### src/logic/ais_pkg.sv
// Shared constants and carrier types for the identification and status register bank
package ais_pkg;

  localparam int AIS_AW = 6;
  localparam int AIS_DW = 16;

  localparam logic [AIS_AW-1:0] OFS_IDENT = 6'h00;
  localparam logic [AIS_AW-1:0] OFS_STATUS = 6'h01;
  localparam logic [AIS_AW-1:0] OFS_MODE = 6'h02;
  localparam logic [AIS_AW-1:0] OFS_CH2_GCAL_HI = 6'h16;
  localparam logic [AIS_AW-1:0] OFS_CH2_GCAL_LO = 6'h17;
  localparam logic [AIS_AW-1:0] OFS_CH3_INPUT_CONFIG = 6'h18;
  localparam logic [AIS_AW-1:0] OFS_CH3_OCAL_HI = 6'h19;
  localparam logic [AIS_AW-1:0] OFS_CH3_OCAL_LO = 6'h1A;
  localparam logic [AIS_AW-1:0] OFS_CH3_GCAL_HI = 6'h1B;
  localparam logic [AIS_AW-1:0] OFS_CH3_GCAL_LO = 6'h1C;
  localparam logic [AIS_AW-1:0] OFS_REGISTER_MAP_CHECKSUM = 6'h3E;
  localparam logic [AIS_AW-1:0] OFS_RESERVED_TOP = 6'h3F;

  // Identification word layout
  localparam logic [3:0] ID_UPPER_VAL = 4'h4;
  localparam logic [3:0] ID_CHANNEL_COUNT = 4'h4;
  // Arbitrary value for the version byte
  localparam logic [7:0] ID_VERSION_DEFAULT = 8'h5A;

  // Status and mode bit positions
  localparam int ST_LOCK = 15;
  localparam int ST_RESYNC = 14;
  localparam int ST_REGMAP = 13;
  localparam int ST_CRC_ERR = 12;
  localparam int ST_CRC_TYPE = 11;
  localparam int ST_RESET = 10;
  localparam int ST_WLEN_LSB = 8;
  localparam int MODE_RESET_BIT = 10;

  // Reset values and write masks
  localparam logic [AIS_DW-1:0] STATUS_RESET = 16'h0500;
  localparam logic [1:0] WLEN_RESET = 2'h1;
  localparam logic [AIS_DW-1:0] GCAL_HI_RESET = 16'h8000;
  localparam logic [AIS_DW-1:0] CAL_RESET = 16'h0000;
  localparam logic [AIS_DW-1:0] LO_WRITE_MASK = 16'hFF00;
  localparam logic [AIS_DW-1:0] CFG_WRITE_MASK = 16'h0003;
  localparam logic [AIS_DW-1:0] FULL_WRITE_MASK = 16'hFFFF;
  localparam logic [AIS_DW-1:0] ZERO_WORD = 16'h0000;

  typedef enum logic [1:0] {
    WL_16 = 2'h0,
    WL_24 = 2'h1,
    WL_32_ZERO_PAD = 2'h2,
    WL_32_SIGN_EXT = 2'h3
  } ais_word_size_t;

  typedef struct packed {
    logic rd_en;
    logic wr_en;
    logic [AIS_AW-1:0] addr;
    logic [AIS_DW-1:0] wdata;
  } ais_req_t;

  typedef struct packed {
    logic lock;
    logic resync_event_flag;
    logic regmap_changed;
    logic crc_err;
    logic crc_type;
    logic reset_seen;
    ais_word_size_t output_word_size;
    logic [3:0] new_sample;
  } ais_status_t;

endpackage : ais_pkg

### src/logic/ais_flag.sv
// Sticky event flag where a set in the same cycle beats a clear
`timescale 1ns/100ps
module ais_flag #(
  parameter logic RESET_VAL = 1'b0
) (
  input wire logic clk, // System clock
  input wire logic rst_n, // Asynchronous reset, active low
  input wire logic set, // Event pulse
  input wire logic clr, // Clear pulse
  output logic flag_q // Sticky flag
);

  logic flag_d;

  always_comb
  begin
    flag_d = flag_q;
    if (clr)
    begin
      flag_d = 1'b0;
    end
    // Set last so a coinciding event is never lost
    if (set)
    begin
      flag_d = 1'b1;
    end
  end

  always_ff @(posedge clk or negedge rst_n)
  begin
    if (!rst_n)
    begin
      flag_q <= RESET_VAL;
    end
    else
    begin
      flag_q <= flag_d;
    end
  end

endmodule : ais_flag

### src/logic/ais_word.sv
// One host-writable 16-bit register with a write mask on implemented bits
`timescale 1ns/100ps
module ais_word
  import ais_pkg::*;
#(
  parameter logic [AIS_DW-1:0] RESET_VAL = 16'h0000,
  parameter logic [AIS_DW-1:0] WR_MASK = 16'hFFFF
) (
  input wire logic clk, // System clock
  input wire logic rst_n, // Asynchronous reset, active low
  input wire logic we, // Write strobe for this word
  input wire logic [AIS_DW-1:0] wdata, // Write data
  output logic [AIS_DW-1:0] value_q // Stored value
);

  logic [AIS_DW-1:0] value_d;

  always_comb
  begin
    value_d = value_q;
    if (we)
    begin
      // Reserved bits stay at zero whatever is written
      value_d = wdata & WR_MASK;
    end
  end

  always_ff @(posedge clk or negedge rst_n)
  begin
    if (!rst_n)
    begin
      value_q <= RESET_VAL;
    end
    else
    begin
      value_q <= value_d;
    end
  end

endmodule : ais_word

### src/logic/ais_regs.sv
// Identification, status and calibration tail register bank
// How it works
// - Identification channel-count field always reads 0100b, four channels.
// - Status bit 15 follows the serial interface lock state.
// - Status bit 14 sets on every converter resynchronization.
// - Status bit 13 reads 1 when computed register-map checksum changed.
// - Status bit 12 sets after an input checksum error.
// - Status bit 11 shows checksum polynomial: 0 CCITT, 1 ANSI.
// - Status bit 10 shows a reset occurred; it resets to 1.
// - Writing 0 to mode bit 10 clears the reset status flag.
// - Status bits 9:8 report output word length selection.
// - Status bits 3:0 flag new conversion data per channel.
// - Status reads 0500h straight after reset.
`timescale 1ns/100ps
module ais_regs
  import ais_pkg::*;
#(
  parameter logic [7:0] ID_VERSION = ID_VERSION_DEFAULT
) (
  input wire logic clk, // System clock, 20 MHz
  input wire logic rst_n, // Asynchronous reset, active low
  input wire logic rd_en, // Register read request from frame decoder
  input wire logic wr_en, // Register write request from frame decoder
  input wire logic [AIS_AW-1:0] addr, // Register address
  input wire logic [AIS_DW-1:0] wdata, // Write data
  input wire logic spi_locked, // Serial interface lock level
  input wire logic resync_pulse, // Converter resynchronized
  input wire logic crc_err_pulse, // Input frame checksum failed
  input wire logic crc_type_sel, // Selected checksum polynomial
  input wire logic [1:0] word_size_sel, // Selected output word length
  input wire logic [AIS_DW-1:0] register_map_checksum, // Computed register-map checksum
  input wire logic register_map_checksum_valid, // Checksum recomputed this cycle
  input wire logic [3:0] sample_pulse, // New conversion result per channel
  input wire logic [3:0] sample_taken, // Channel result read by host
  output logic [AIS_DW-1:0] rd_data_q, // Read data
  output logic rd_valid_q, // Read data valid pulse
  output logic [AIS_DW-1:0] status_q, // Status word mirror
  output logic [AIS_DW-1:0] ch2_gain_cal_high_q, // Channel 2 gain cal upper
  output logic [AIS_DW-1:0] ch2_gain_cal_low_q, // Channel 2 gain cal lower
  output logic [1:0] ch3_input_select_q, // Channel 3 input select
  output logic [AIS_DW-1:0] ch3_offset_cal_upper_q, // Channel 3 offset cal upper
  output logic [AIS_DW-1:0] ch3_offset_cal_low_q, // Channel 3 offset cal lower
  output logic [AIS_DW-1:0] ch3_gain_cal_upper_q, // Channel 3 gain cal upper
  output logic [AIS_DW-1:0] ch3_gain_cal_low_q // Channel 3 gain cal lower
);

  ais_req_t req;
  ais_status_t st;
  logic status_read;
  logic reset_clear;
  logic regmap_diff;
  logic resync_flag;
  logic regmap_flag;
  logic crc_err_flag;
  logic reset_flag;
  logic [3:0] new_sample_flag;
  logic [AIS_DW-1:0] ch3_input_config_word;

  // Sampled copies of levels so the status word comes from flops
  logic lock_q;
  logic lock_d;
  logic crc_type_q;
  logic crc_type_d;
  logic [1:0] word_size_q;
  logic [1:0] word_size_d;

  // Checksum change tracking
  logic [AIS_DW-1:0] crc_last_q;
  logic [AIS_DW-1:0] crc_last_d;
  logic crc_base_q;
  logic crc_base_d;

  // Read port
  logic [AIS_DW-1:0] rd_data_d;
  logic rd_valid_d;
  logic [AIS_DW-1:0] status_d;

  assign req.rd_en = rd_en;
  assign req.wr_en = wr_en;
  assign req.addr = addr;
  assign req.wdata = wdata;

  // Reading status acknowledges the resync, register-map and checksum error flags
  assign status_read = req.rd_en && (req.addr == OFS_STATUS);
  // Mode register lives elsewhere; only its reset-flag clear is seen here
  assign reset_clear = req.wr_en && (req.addr == OFS_MODE)
    && !req.wdata[MODE_RESET_BIT];
  // First checksum after reset only sets the baseline
  assign regmap_diff = register_map_checksum_valid && crc_base_q
    && (register_map_checksum != crc_last_q);

  ais_flag #(
    .RESET_VAL(1'b0)
  ) u_resync_flag (
    .clk(clk),
    .rst_n(rst_n),
    .set(resync_pulse),
    .clr(status_read),
    .flag_q(resync_flag)
  );

  ais_flag #(
    .RESET_VAL(1'b0)
  ) u_regmap_flag (
    .clk(clk),
    .rst_n(rst_n),
    .set(regmap_diff),
    .clr(status_read),
    .flag_q(regmap_flag)
  );

  ais_flag #(
    .RESET_VAL(1'b0)
  ) u_crc_err_flag (
    .clk(clk),
    .rst_n(rst_n),
    .set(crc_err_pulse),
    .clr(status_read),
    .flag_q(crc_err_flag)
  );

  // A reset is itself the event, hence the set reset value
  ais_flag #(
    .RESET_VAL(1'b1)
  ) u_reset_flag (
    .clk(clk),
    .rst_n(rst_n),
    .set(1'b0),
    .clr(reset_clear),
    .flag_q(reset_flag)
  );

  genvar ch;
  generate
    for (ch = 0; ch < 4; ch++)
    begin : g_sample
      ais_flag #(
        .RESET_VAL(1'b0)
      ) u_new_sample (
        .clk(clk),
        .rst_n(rst_n),
        .set(sample_pulse[ch]),
        .clr(sample_taken[ch]),
        .flag_q(new_sample_flag[ch])
      );
    end
  endgenerate

  ais_word #(
    .RESET_VAL(GCAL_HI_RESET),
    .WR_MASK(FULL_WRITE_MASK)
  ) u_ch2_gcal_hi (
    .clk(clk),
    .rst_n(rst_n),
    .we(req.wr_en && (req.addr == OFS_CH2_GCAL_HI)),
    .wdata(req.wdata),
    .value_q(ch2_gain_cal_high_q)
  );

  ais_word #(
    .RESET_VAL(CAL_RESET),
    .WR_MASK(LO_WRITE_MASK)
  ) u_ch2_gcal_lo (
    .clk(clk),
    .rst_n(rst_n),
    .we(req.wr_en && (req.addr == OFS_CH2_GCAL_LO)),
    .wdata(req.wdata),
    .value_q(ch2_gain_cal_low_q)
  );

  ais_word #(
    .RESET_VAL(CAL_RESET),
    .WR_MASK(CFG_WRITE_MASK)
  ) u_ch3_input_config (
    .clk(clk),
    .rst_n(rst_n),
    .we(req.wr_en && (req.addr == OFS_CH3_INPUT_CONFIG)),
    .wdata(req.wdata),
    .value_q(ch3_input_config_word)
  );

  ais_word #(
    .RESET_VAL(CAL_RESET),
    .WR_MASK(FULL_WRITE_MASK)
  ) u_ch3_ocal_hi (
    .clk(clk),
    .rst_n(rst_n),
    .we(req.wr_en && (req.addr == OFS_CH3_OCAL_HI)),
    .wdata(req.wdata),
    .value_q(ch3_offset_cal_upper_q)
  );

  ais_word #(
    .RESET_VAL(CAL_RESET),
    .WR_MASK(LO_WRITE_MASK)
  ) u_ch3_ocal_lo (
    .clk(clk),
    .rst_n(rst_n),
    .we(req.wr_en && (req.addr == OFS_CH3_OCAL_LO)),
    .wdata(req.wdata),
    .value_q(ch3_offset_cal_low_q)
  );

  ais_word #(
    .RESET_VAL(GCAL_HI_RESET),
    .WR_MASK(FULL_WRITE_MASK)
  ) u_ch3_gcal_hi (
    .clk(clk),
    .rst_n(rst_n),
    .we(req.wr_en && (req.addr == OFS_CH3_GCAL_HI)),
    .wdata(req.wdata),
    .value_q(ch3_gain_cal_upper_q)
  );

  ais_word #(
    .RESET_VAL(CAL_RESET),
    .WR_MASK(LO_WRITE_MASK)
  ) u_ch3_gcal_lo (
    .clk(clk),
    .rst_n(rst_n),
    .we(req.wr_en && (req.addr == OFS_CH3_GCAL_LO)),
    .wdata(req.wdata),
    .value_q(ch3_gain_cal_low_q)
  );

  // Mode levels and checksum baseline
  always_comb
  begin
    lock_d = spi_locked;
    crc_type_d = crc_type_sel;
    word_size_d = word_size_sel;
    crc_last_d = crc_last_q;
    crc_base_d = crc_base_q;
    if (register_map_checksum_valid)
    begin
      crc_last_d = register_map_checksum;
      crc_base_d = 1'b1;
    end
  end

  always_ff @(posedge clk or negedge rst_n)
  begin
    if (!rst_n)
    begin
      lock_q <= 1'b0;
      crc_type_q <= 1'b0;
      word_size_q <= WLEN_RESET;
      crc_last_q <= ZERO_WORD;
      crc_base_q <= 1'b0;
    end
    else
    begin
      lock_q <= lock_d;
      crc_type_q <= crc_type_d;
      word_size_q <= word_size_d;
      crc_last_q <= crc_last_d;
      crc_base_q <= crc_base_d;
    end
  end

  always_comb
  begin
    st.lock = lock_q;
    st.resync_event_flag = resync_flag;
    st.regmap_changed = regmap_flag;
    st.crc_err = crc_err_flag;
    st.crc_type = crc_type_q;
    st.reset_seen = reset_flag;
    st.output_word_size = ais_word_size_t'(word_size_q);
    st.new_sample = new_sample_flag;
  end

  // Read path; identification and status have no write decode at all
  always_comb
  begin
    status_d = {st.lock, st.resync_event_flag, st.regmap_changed, st.crc_err,
      st.crc_type, st.reset_seen, st.output_word_size, 4'h0, st.new_sample};
    rd_valid_d = req.rd_en;
    rd_data_d = rd_data_q;
    if (req.rd_en)
    begin
      case (req.addr)
        OFS_IDENT: rd_data_d = {ID_UPPER_VAL, ID_CHANNEL_COUNT, ID_VERSION};
        OFS_STATUS: rd_data_d = status_d;
        OFS_CH2_GCAL_HI: rd_data_d = ch2_gain_cal_high_q;
        OFS_CH2_GCAL_LO: rd_data_d = ch2_gain_cal_low_q;
        OFS_CH3_INPUT_CONFIG: rd_data_d = ch3_input_config_word;
        OFS_CH3_OCAL_HI: rd_data_d = ch3_offset_cal_upper_q;
        OFS_CH3_OCAL_LO: rd_data_d = ch3_offset_cal_low_q;
        OFS_CH3_GCAL_HI: rd_data_d = ch3_gain_cal_upper_q;
        OFS_CH3_GCAL_LO: rd_data_d = ch3_gain_cal_low_q;
        OFS_REGISTER_MAP_CHECKSUM: rd_data_d = crc_last_q;
        default: rd_data_d = ZERO_WORD;
      endcase
    end
  end

  always_ff @(posedge clk or negedge rst_n)
  begin
    if (!rst_n)
    begin
      rd_data_q <= ZERO_WORD;
      rd_valid_q <= 1'b0;
      status_q <= STATUS_RESET;
    end
    else
    begin
      rd_data_q <= rd_data_d;
      rd_valid_q <= rd_valid_d;
      status_q <= status_d;
    end
  end

  // Field view of the channel 3 configuration word
  assign ch3_input_select_q = ch3_input_config_word[1:0];

endmodule : ais_regs

### config.mk
export PLATFORM = sky130hd
export DESIGN_NAME = ais_regs
export DESIGN_NICKNAME = d
export VERILOG_FILES = /design/src/logic/ais_pkg.sv /design/src/logic/ais_flag.sv /design/src/logic/ais_word.sv /design/src/logic/ais_regs.sv
export SDC_FILE = /design/constraint.sdc
export NUM_CORES = 1
export LEC_CHECK = 0
export ABC_AREA = 1
export ABC_CLOCK_PERIOD_IN_PS = 1170
export BUFFER_PORTS_ARGS = -buffer_cell sky130_fd_sc_hd__buf_4
export CORE_MARGIN = 2
export CORE_UTILIZATION = 40
export DETAILED_ROUTE_END_ITERATION = 10
export GPL_TIMING_DRIVEN = 0
export PLACE_DENSITY_LB_ADDON = 0.1
export SYNTH_ARGS = -nofsm -noshare
export SYNTH_HDL_FRONTEND = slang
export SYNTH_SLANG_ARGS = --single-unit
### constraint.sdc
create_clock -name clk -period 1.17 [get_ports clk]
set_clock_uncertainty 0.1 [all_clocks]
set_input_delay 0.1755 -clock clk [delete_from_list [all_inputs] [get_ports clk]]
set_output_delay 0.1755 -clock clk [all_outputs]
set_load 0.01 [all_outputs]
# == Yosys cells after proc, flatten, opt, wreduce, memory -nomap -nowiden ==
# Cells that the tools add are included.
# totals
latchBits,0
elab_cells,68
n_memories,0
ram_bits,0
out_inout_bits,131
rom_bits,0
in_bits,57
ff_bits,132
# classes
n_addsub,0
reduce_logical,21
muxes,13
n_eq_ne,11
n_div,0
mul,0
n_lt_le_gt_ge,0
n_bitwise,0
shifts,0
# ops
op,n
$pmux W16 S10,1
$eq A6 B5 Y1 const B,7
$ne A16 B16 Y1,1
$reduce_bool A2 Y1,7
$logic_and A1 B1 Y1,12
$mux W1,12
$eq A6 B1 Y1 const B,1
$eq A6 B2 Y1 const B,1
$eq A6 B6 Y1 const B,1
$logic_not A6 Y1,1
$logic_not A1 Y1,1

# == Longest topological paths before layout ==
# depth
depth_word,4
mapped_depth,11
mapped_depth_nobuf,10

# == Hierarchy ==
# A second synthesis with hierarchy kept.
# unflattened
hier_cells,939
area_unflattened_um2,6977.9
# by_module_without_submodules
module,n_inst,seq_area_each_um2,cells_each,area_each_um2
ais_regs,1,1255.0,542,3428.3
ais_word (u_ch2_gcal_hi ...),2,401.6,68,645.6
ais_word (u_ch2_gcal_lo ...),3,200.2,43,369.1
ais_word (u_ch3_ocal_hi),1,400.4,68,644.4
ais_flag (g_sample[0].u_new_sample ...),7,25.0,5,40.0
ais_word (u_ch3_input_config),1,50.0,24,185.2
ais_flag (u_reset_flag),1,26.3,5,41.3

# == Least setup slack after synthesis ==
# Ideal clock, no wire load.
# synth_timing
kind,register -> register
start,register crc_last_q[13]
end,register u_regmap_flag.flag_q
path_slack_ns,-0.099
synth_period_minus_slack_ns,1.269
stages_incl_launch_ff,8
arrival_ns,1.052
setup_ns,0.116
required_ns,0.954
path_buffers,0
path_cell_list,dfrtp_1 > or2_2 > a21oi_1 > nand2_1 > nor2_1 > nand2_1 > nand2_1 > nand2_1
# synth_between
elab_chain_cells,3
word_cells_on_any_way,4
classes_between,1 x eq/ne; 1 x mux; 2 x reduce/logical
# synth_rtl
element,line,source
from (decl),ais_regs.sv:68,logic [AIS_DW-1:0] crc_last_q;
from (signal assigned),ais_regs.sv:256,crc_last_q <= crc_last_d;
$ne A16 B16 Y1 *,ais_regs.sv:90,&& (register_map_checksum != crc_last_q);
$logic_and A1 B1 Y1 *,ais_regs.sv:90,
$mux W1 / $reduce_bool A2 Y1 (equally long branches),--,
to (signal assigned),ais_flag.sv:37,flag_q <= flag_d;
to (decl),ais_flag.sv:10,output logic flag_q
# Every way passes the cells marked *; elsewhere a longest branch is shown, timed or not.
# A chain may end at the register's enable or synchronous reset.

# == Worst setup path in the final report ==
# Ends and elaborated chain as after synthesis.

==> impl_metrics.env <==
export IMPL_start_kind="register"
export IMPL_fin_area_sq_um=10200
export IMPL_worst_hold_path_type="input pin to asynchronous set/reset pin"
export IMPL_finalNetCount=1130
export IMPL_crit_buf_inv=0
export IMPL_wl_per_cell_um=16.6
export IMPL_insertion_delay_ns=0.42
export IMPL_drive_gt1_frac=0.390
export IMPL_drtPass1Iterations=5
export IMPL_place_area_sq_um=7780
export IMPL_syn_area_sq_um=6150
export IMPL_synthTopCellsByArea="dfrtp_1, nand2_1, o21ai_1"
export IMPL_synth_yosys_warnings=0
export IMPL_port_buffers=158
export IMPL_ios=188
export IMPL_maxSlewHeadroom=0.636
export IMPL_hold_violations=54
export IMPL_ant_nets=0
export IMPL_grt_first_pass_wirelength_um=32100
export IMPL_synthMostInstantiatedCell="nand2_1"
export IMPL_htree_levels=4
export IMPL_drcViolationCount=0
export IMPL_tightest_slew_ns=0.546
export IMPL_viasPerCell=4.80
export IMPL_crit_chain="or2_4 > a21oi_4 > nand2_1 > nor2_2 > nand2_1 > nand2_1 > nand2_1"
export IMPL_crit_arrival_ns=1.55
export IMPL_yosys_area_top_type_share=0.512
export IMPL_syn_mean_instance_area_sq_um=8.34
export IMPL_synthCells=738
export IMPL_path_clk_slew_ns=0.06
export IMPL_core_sq_um=15100
export IMPL_finalMaxSlewViolations=0
export IMPL_dieWidth_um=128
export IMPL_critPathKind="register to register"
export IMPL_synthArstFlopShare=1.00
export IMPL_routed_wl_um=21100
export IMPL_grt_pass1_vias=5931
export IMPL_met2_usage=0.416
export IMPL_overflow=0
export IMPL_fp_dieH_um=128
export IMPL_synth_cell_type_count=31
export IMPL_cp_slowest_cell="dfrtp_1"
export IMPL_setup_ws_ns=-0.177
export IMPL_ir_drop_v=0.00110
export IMPL_period_share=1.15
export IMPL_cts_sinks=132
export IMPL_antenna_found_initial=0
export IMPL_grt_use_met3=0.0563
export IMPL_gp_routability_congestion=0.843
export IMPL_grt_max_degree=79
export IMPL_crit_top_cell="nand2_1"
export IMPL_synth_seq_area_share=0.538
export IMPL_initial_core_util=0.408
export IMPL_cts_tree="done"
export IMPL_diodes=0
export IMPL_maxCapViolCount=0
export IMPL_ys_flop_type="dfrtp_1"
export IMPL_die_area_sq_um=16400
export IMPL_cts_inserted_buffers=17
export IMPL_cts_root_buf="clkbuf_16"
export IMPL_synth_seq_cells=132
export IMPL_drtIter0Drc=433
export IMPL_place_inst=1112
export IMPL_p_leak_nw=5.37
export IMPL_power_density_nw_per_um2=1370
export IMPL_num_rows=45
export IMPL_gr_usage_all_layers=0.262
export IMPL_max_freq_ghz=0.742
export IMPL_synth_edf_count=0
export IMPL_top_usage_layer="met2"
export IMPL_rsz0062_at_grt="yes"
export IMPL_end_kind="register"
export IMPL_cpLargestDelayFamily="simple AND/OR/NAND/NOR gates"
export IMPL_vias=6117
export IMPL_synth_top_cells_by_count="nand2_1, dfrtp_1, o21ai_1"
export IMPL_finalCriticalPeriod_ns=1.35
export IMPL_use_met1=0.361
export IMPL_cts_buffer_depth=2
export IMPL_violations="hold timing, setup timing"
export IMPL_whs_ns=-0.383
export IMPL_place_hpwl_um=14000
export IMPL_worst_ep_required_time_ns=1.37
export IMPL_cp_max_fo=2
export IMPL_area_growth_syn_to_layout_pct=65.5
export IMPL_preCtsSetupSlack_ns=-0.555
export IMPL_max_stage_delay_ns=0.38
export IMPL_synth_top_area_cell="dfrtp_1"
export IMPL_final_cells=1274
export IMPL_setup_viol=111
export IMPL_status="finished with violations"
export IMPL_setup_tns_ns=-5.81
[path summary, 6_finish.rpt]
kind | to | slack, ns | start | cells after the start
max | u_regmap_flag.flag_q$_DFFE_PN0P_ | -0.18 | crc_last_q[13]$_DFFE_PN0P_ | 7
min | crc_type_q$_DFF_PN0_ | -0.38 | rst_n | 1
max reg2reg | u_regmap_flag.flag_q$_DFFE_PN0P_ | -0.18 | crc_last_q[13]$_DFFE_PN0P_ | 7
min reg2reg | status_q[8]$_DFF_PN1_ | 0.26 | word_size_q[0]$_DFF_PN1_ | 0
max in group asynchronous | u_ch3_ocal_hi.value_q[3]$_DFFE_PN0P_ | 0.59 | rst_n | 2
min in group clk | u_ch2_gcal_lo.value_q[11]$_DFFE_PN0P_ | 0.02 | wdata[11] | 3
[where the power goes]
| group | internal, mW | total [mW] | leakage, nW | switching (mW) |
|---|---|---|---|---|
| Sequential | 5.01 | 5.43 | 1.67 | 0.423 |
| Clock | 3.46 | 5.51 | 0.292 | 2.05 |
| Combinational | 1.70 | 2.96 | 3.41 | 1.26 |
[timing repair]
| item | CTS | global route |
|---|---|---|
| setup endpoints to repair | 132 | 148 |
| pin swaps | 22 | 47 |
| setup buffers | 75 | 14 |
| hold buffers | 41 | 2 |
| hold endpoints to repair | 106 | 55 |
| resized for setup | 133 | 64 |
[placed cells by master, fill, tap and decap left out, types with 5 or more instances in the layout]
cell	count
buf_6	135
o21ai_1	72
nor2_4	9
clkbuf_16	17
conb_1	28
dfstp_2	6
nand3_1	26
inv_2	8
nand4_1	7
nand2_2	27
nand3_2	11
xor2_1	8
dfrtp_1	125
nor2_1	21
buf_2	5
nor2_2	14
dlygate4sd3_1	43
o21ai_0	7
buf_4	155
inv_1	38
nand2_1	270
[cell families (layout without fill, tap and decap cells)]
family,after synthesis,after routing,synth area share
simple gates,400,400,0.279
flops,132,132,0.538
buf+inv,102,423,0.0889
other cells,1,28,0.000609
xor+xnor,12,12,0.0171
compound gates,91,91,0.0769
[state kept, by name (all words and copies together), names as in the netlist]
name                          flops
u_ch2_gcal_hi.value_q            16
u_ch3_ocal_lo.value_q             8
u_regmap_flag.flag_q              1
rd_data_q                        16
u_ch3_gcal_lo.value_q             8
word_size_q                       2
u_ch3_ocal_hi.value_q            16
u_ch3_input_config.value_q        2
crc_last_q                       16
u_ch3_gcal_hi.value_q            16
u_crc_err_flag.flag_q             1
u_reset_flag.flag_q               1
rd_valid_q                        1
status_q                         12
crc_base_q                        1
lock_q                            1
u_resync_flag.flag_q              1
u_ch2_gcal_lo.value_q             8
crc_type_q                        1
g_sample.u_new_sample.flag_q      4
[cell type report]
| type | instances | area [sq um] |
|---|---|---|
| Clock buffer | 20 | 457 |
| Multi-Input combinational cell | 531 | 2640 |
| Clock inverter | 12 | 154 |
| Sequential cell | 132 | 3310 |
| Fill cell | 1243 | 4910 |
| Timing Repair Buffer | 291 | 2790 |
| Inverter | 48 | 195 |
| Tap cell | 188 | 235 |
| Buffer | 52 | 395 |
[per-layer routing]
layer | routed length, um | vias up | part of all wire
li1 | - | 2943 | -
met3 | 1480 | 30 | 0.070
met4 | 440 | 0 | 0.021
met2 | 10100 | 260 | 0.48
met5 | 0 | - | 0
met1 | 9150 | 2884 | 0.43
[per-stage QoR]
stage	utilization	total power, mW
2_1_floorplan	-	6.26
3_3_place_gp	0.514	7.35
3_5_place_dp	0.516	7.39
4_1_cts	0.652	13.8
5_1_grt	0.675	14.5
6_report	0.675	13.9
Power figures use the tool's default switching activity.
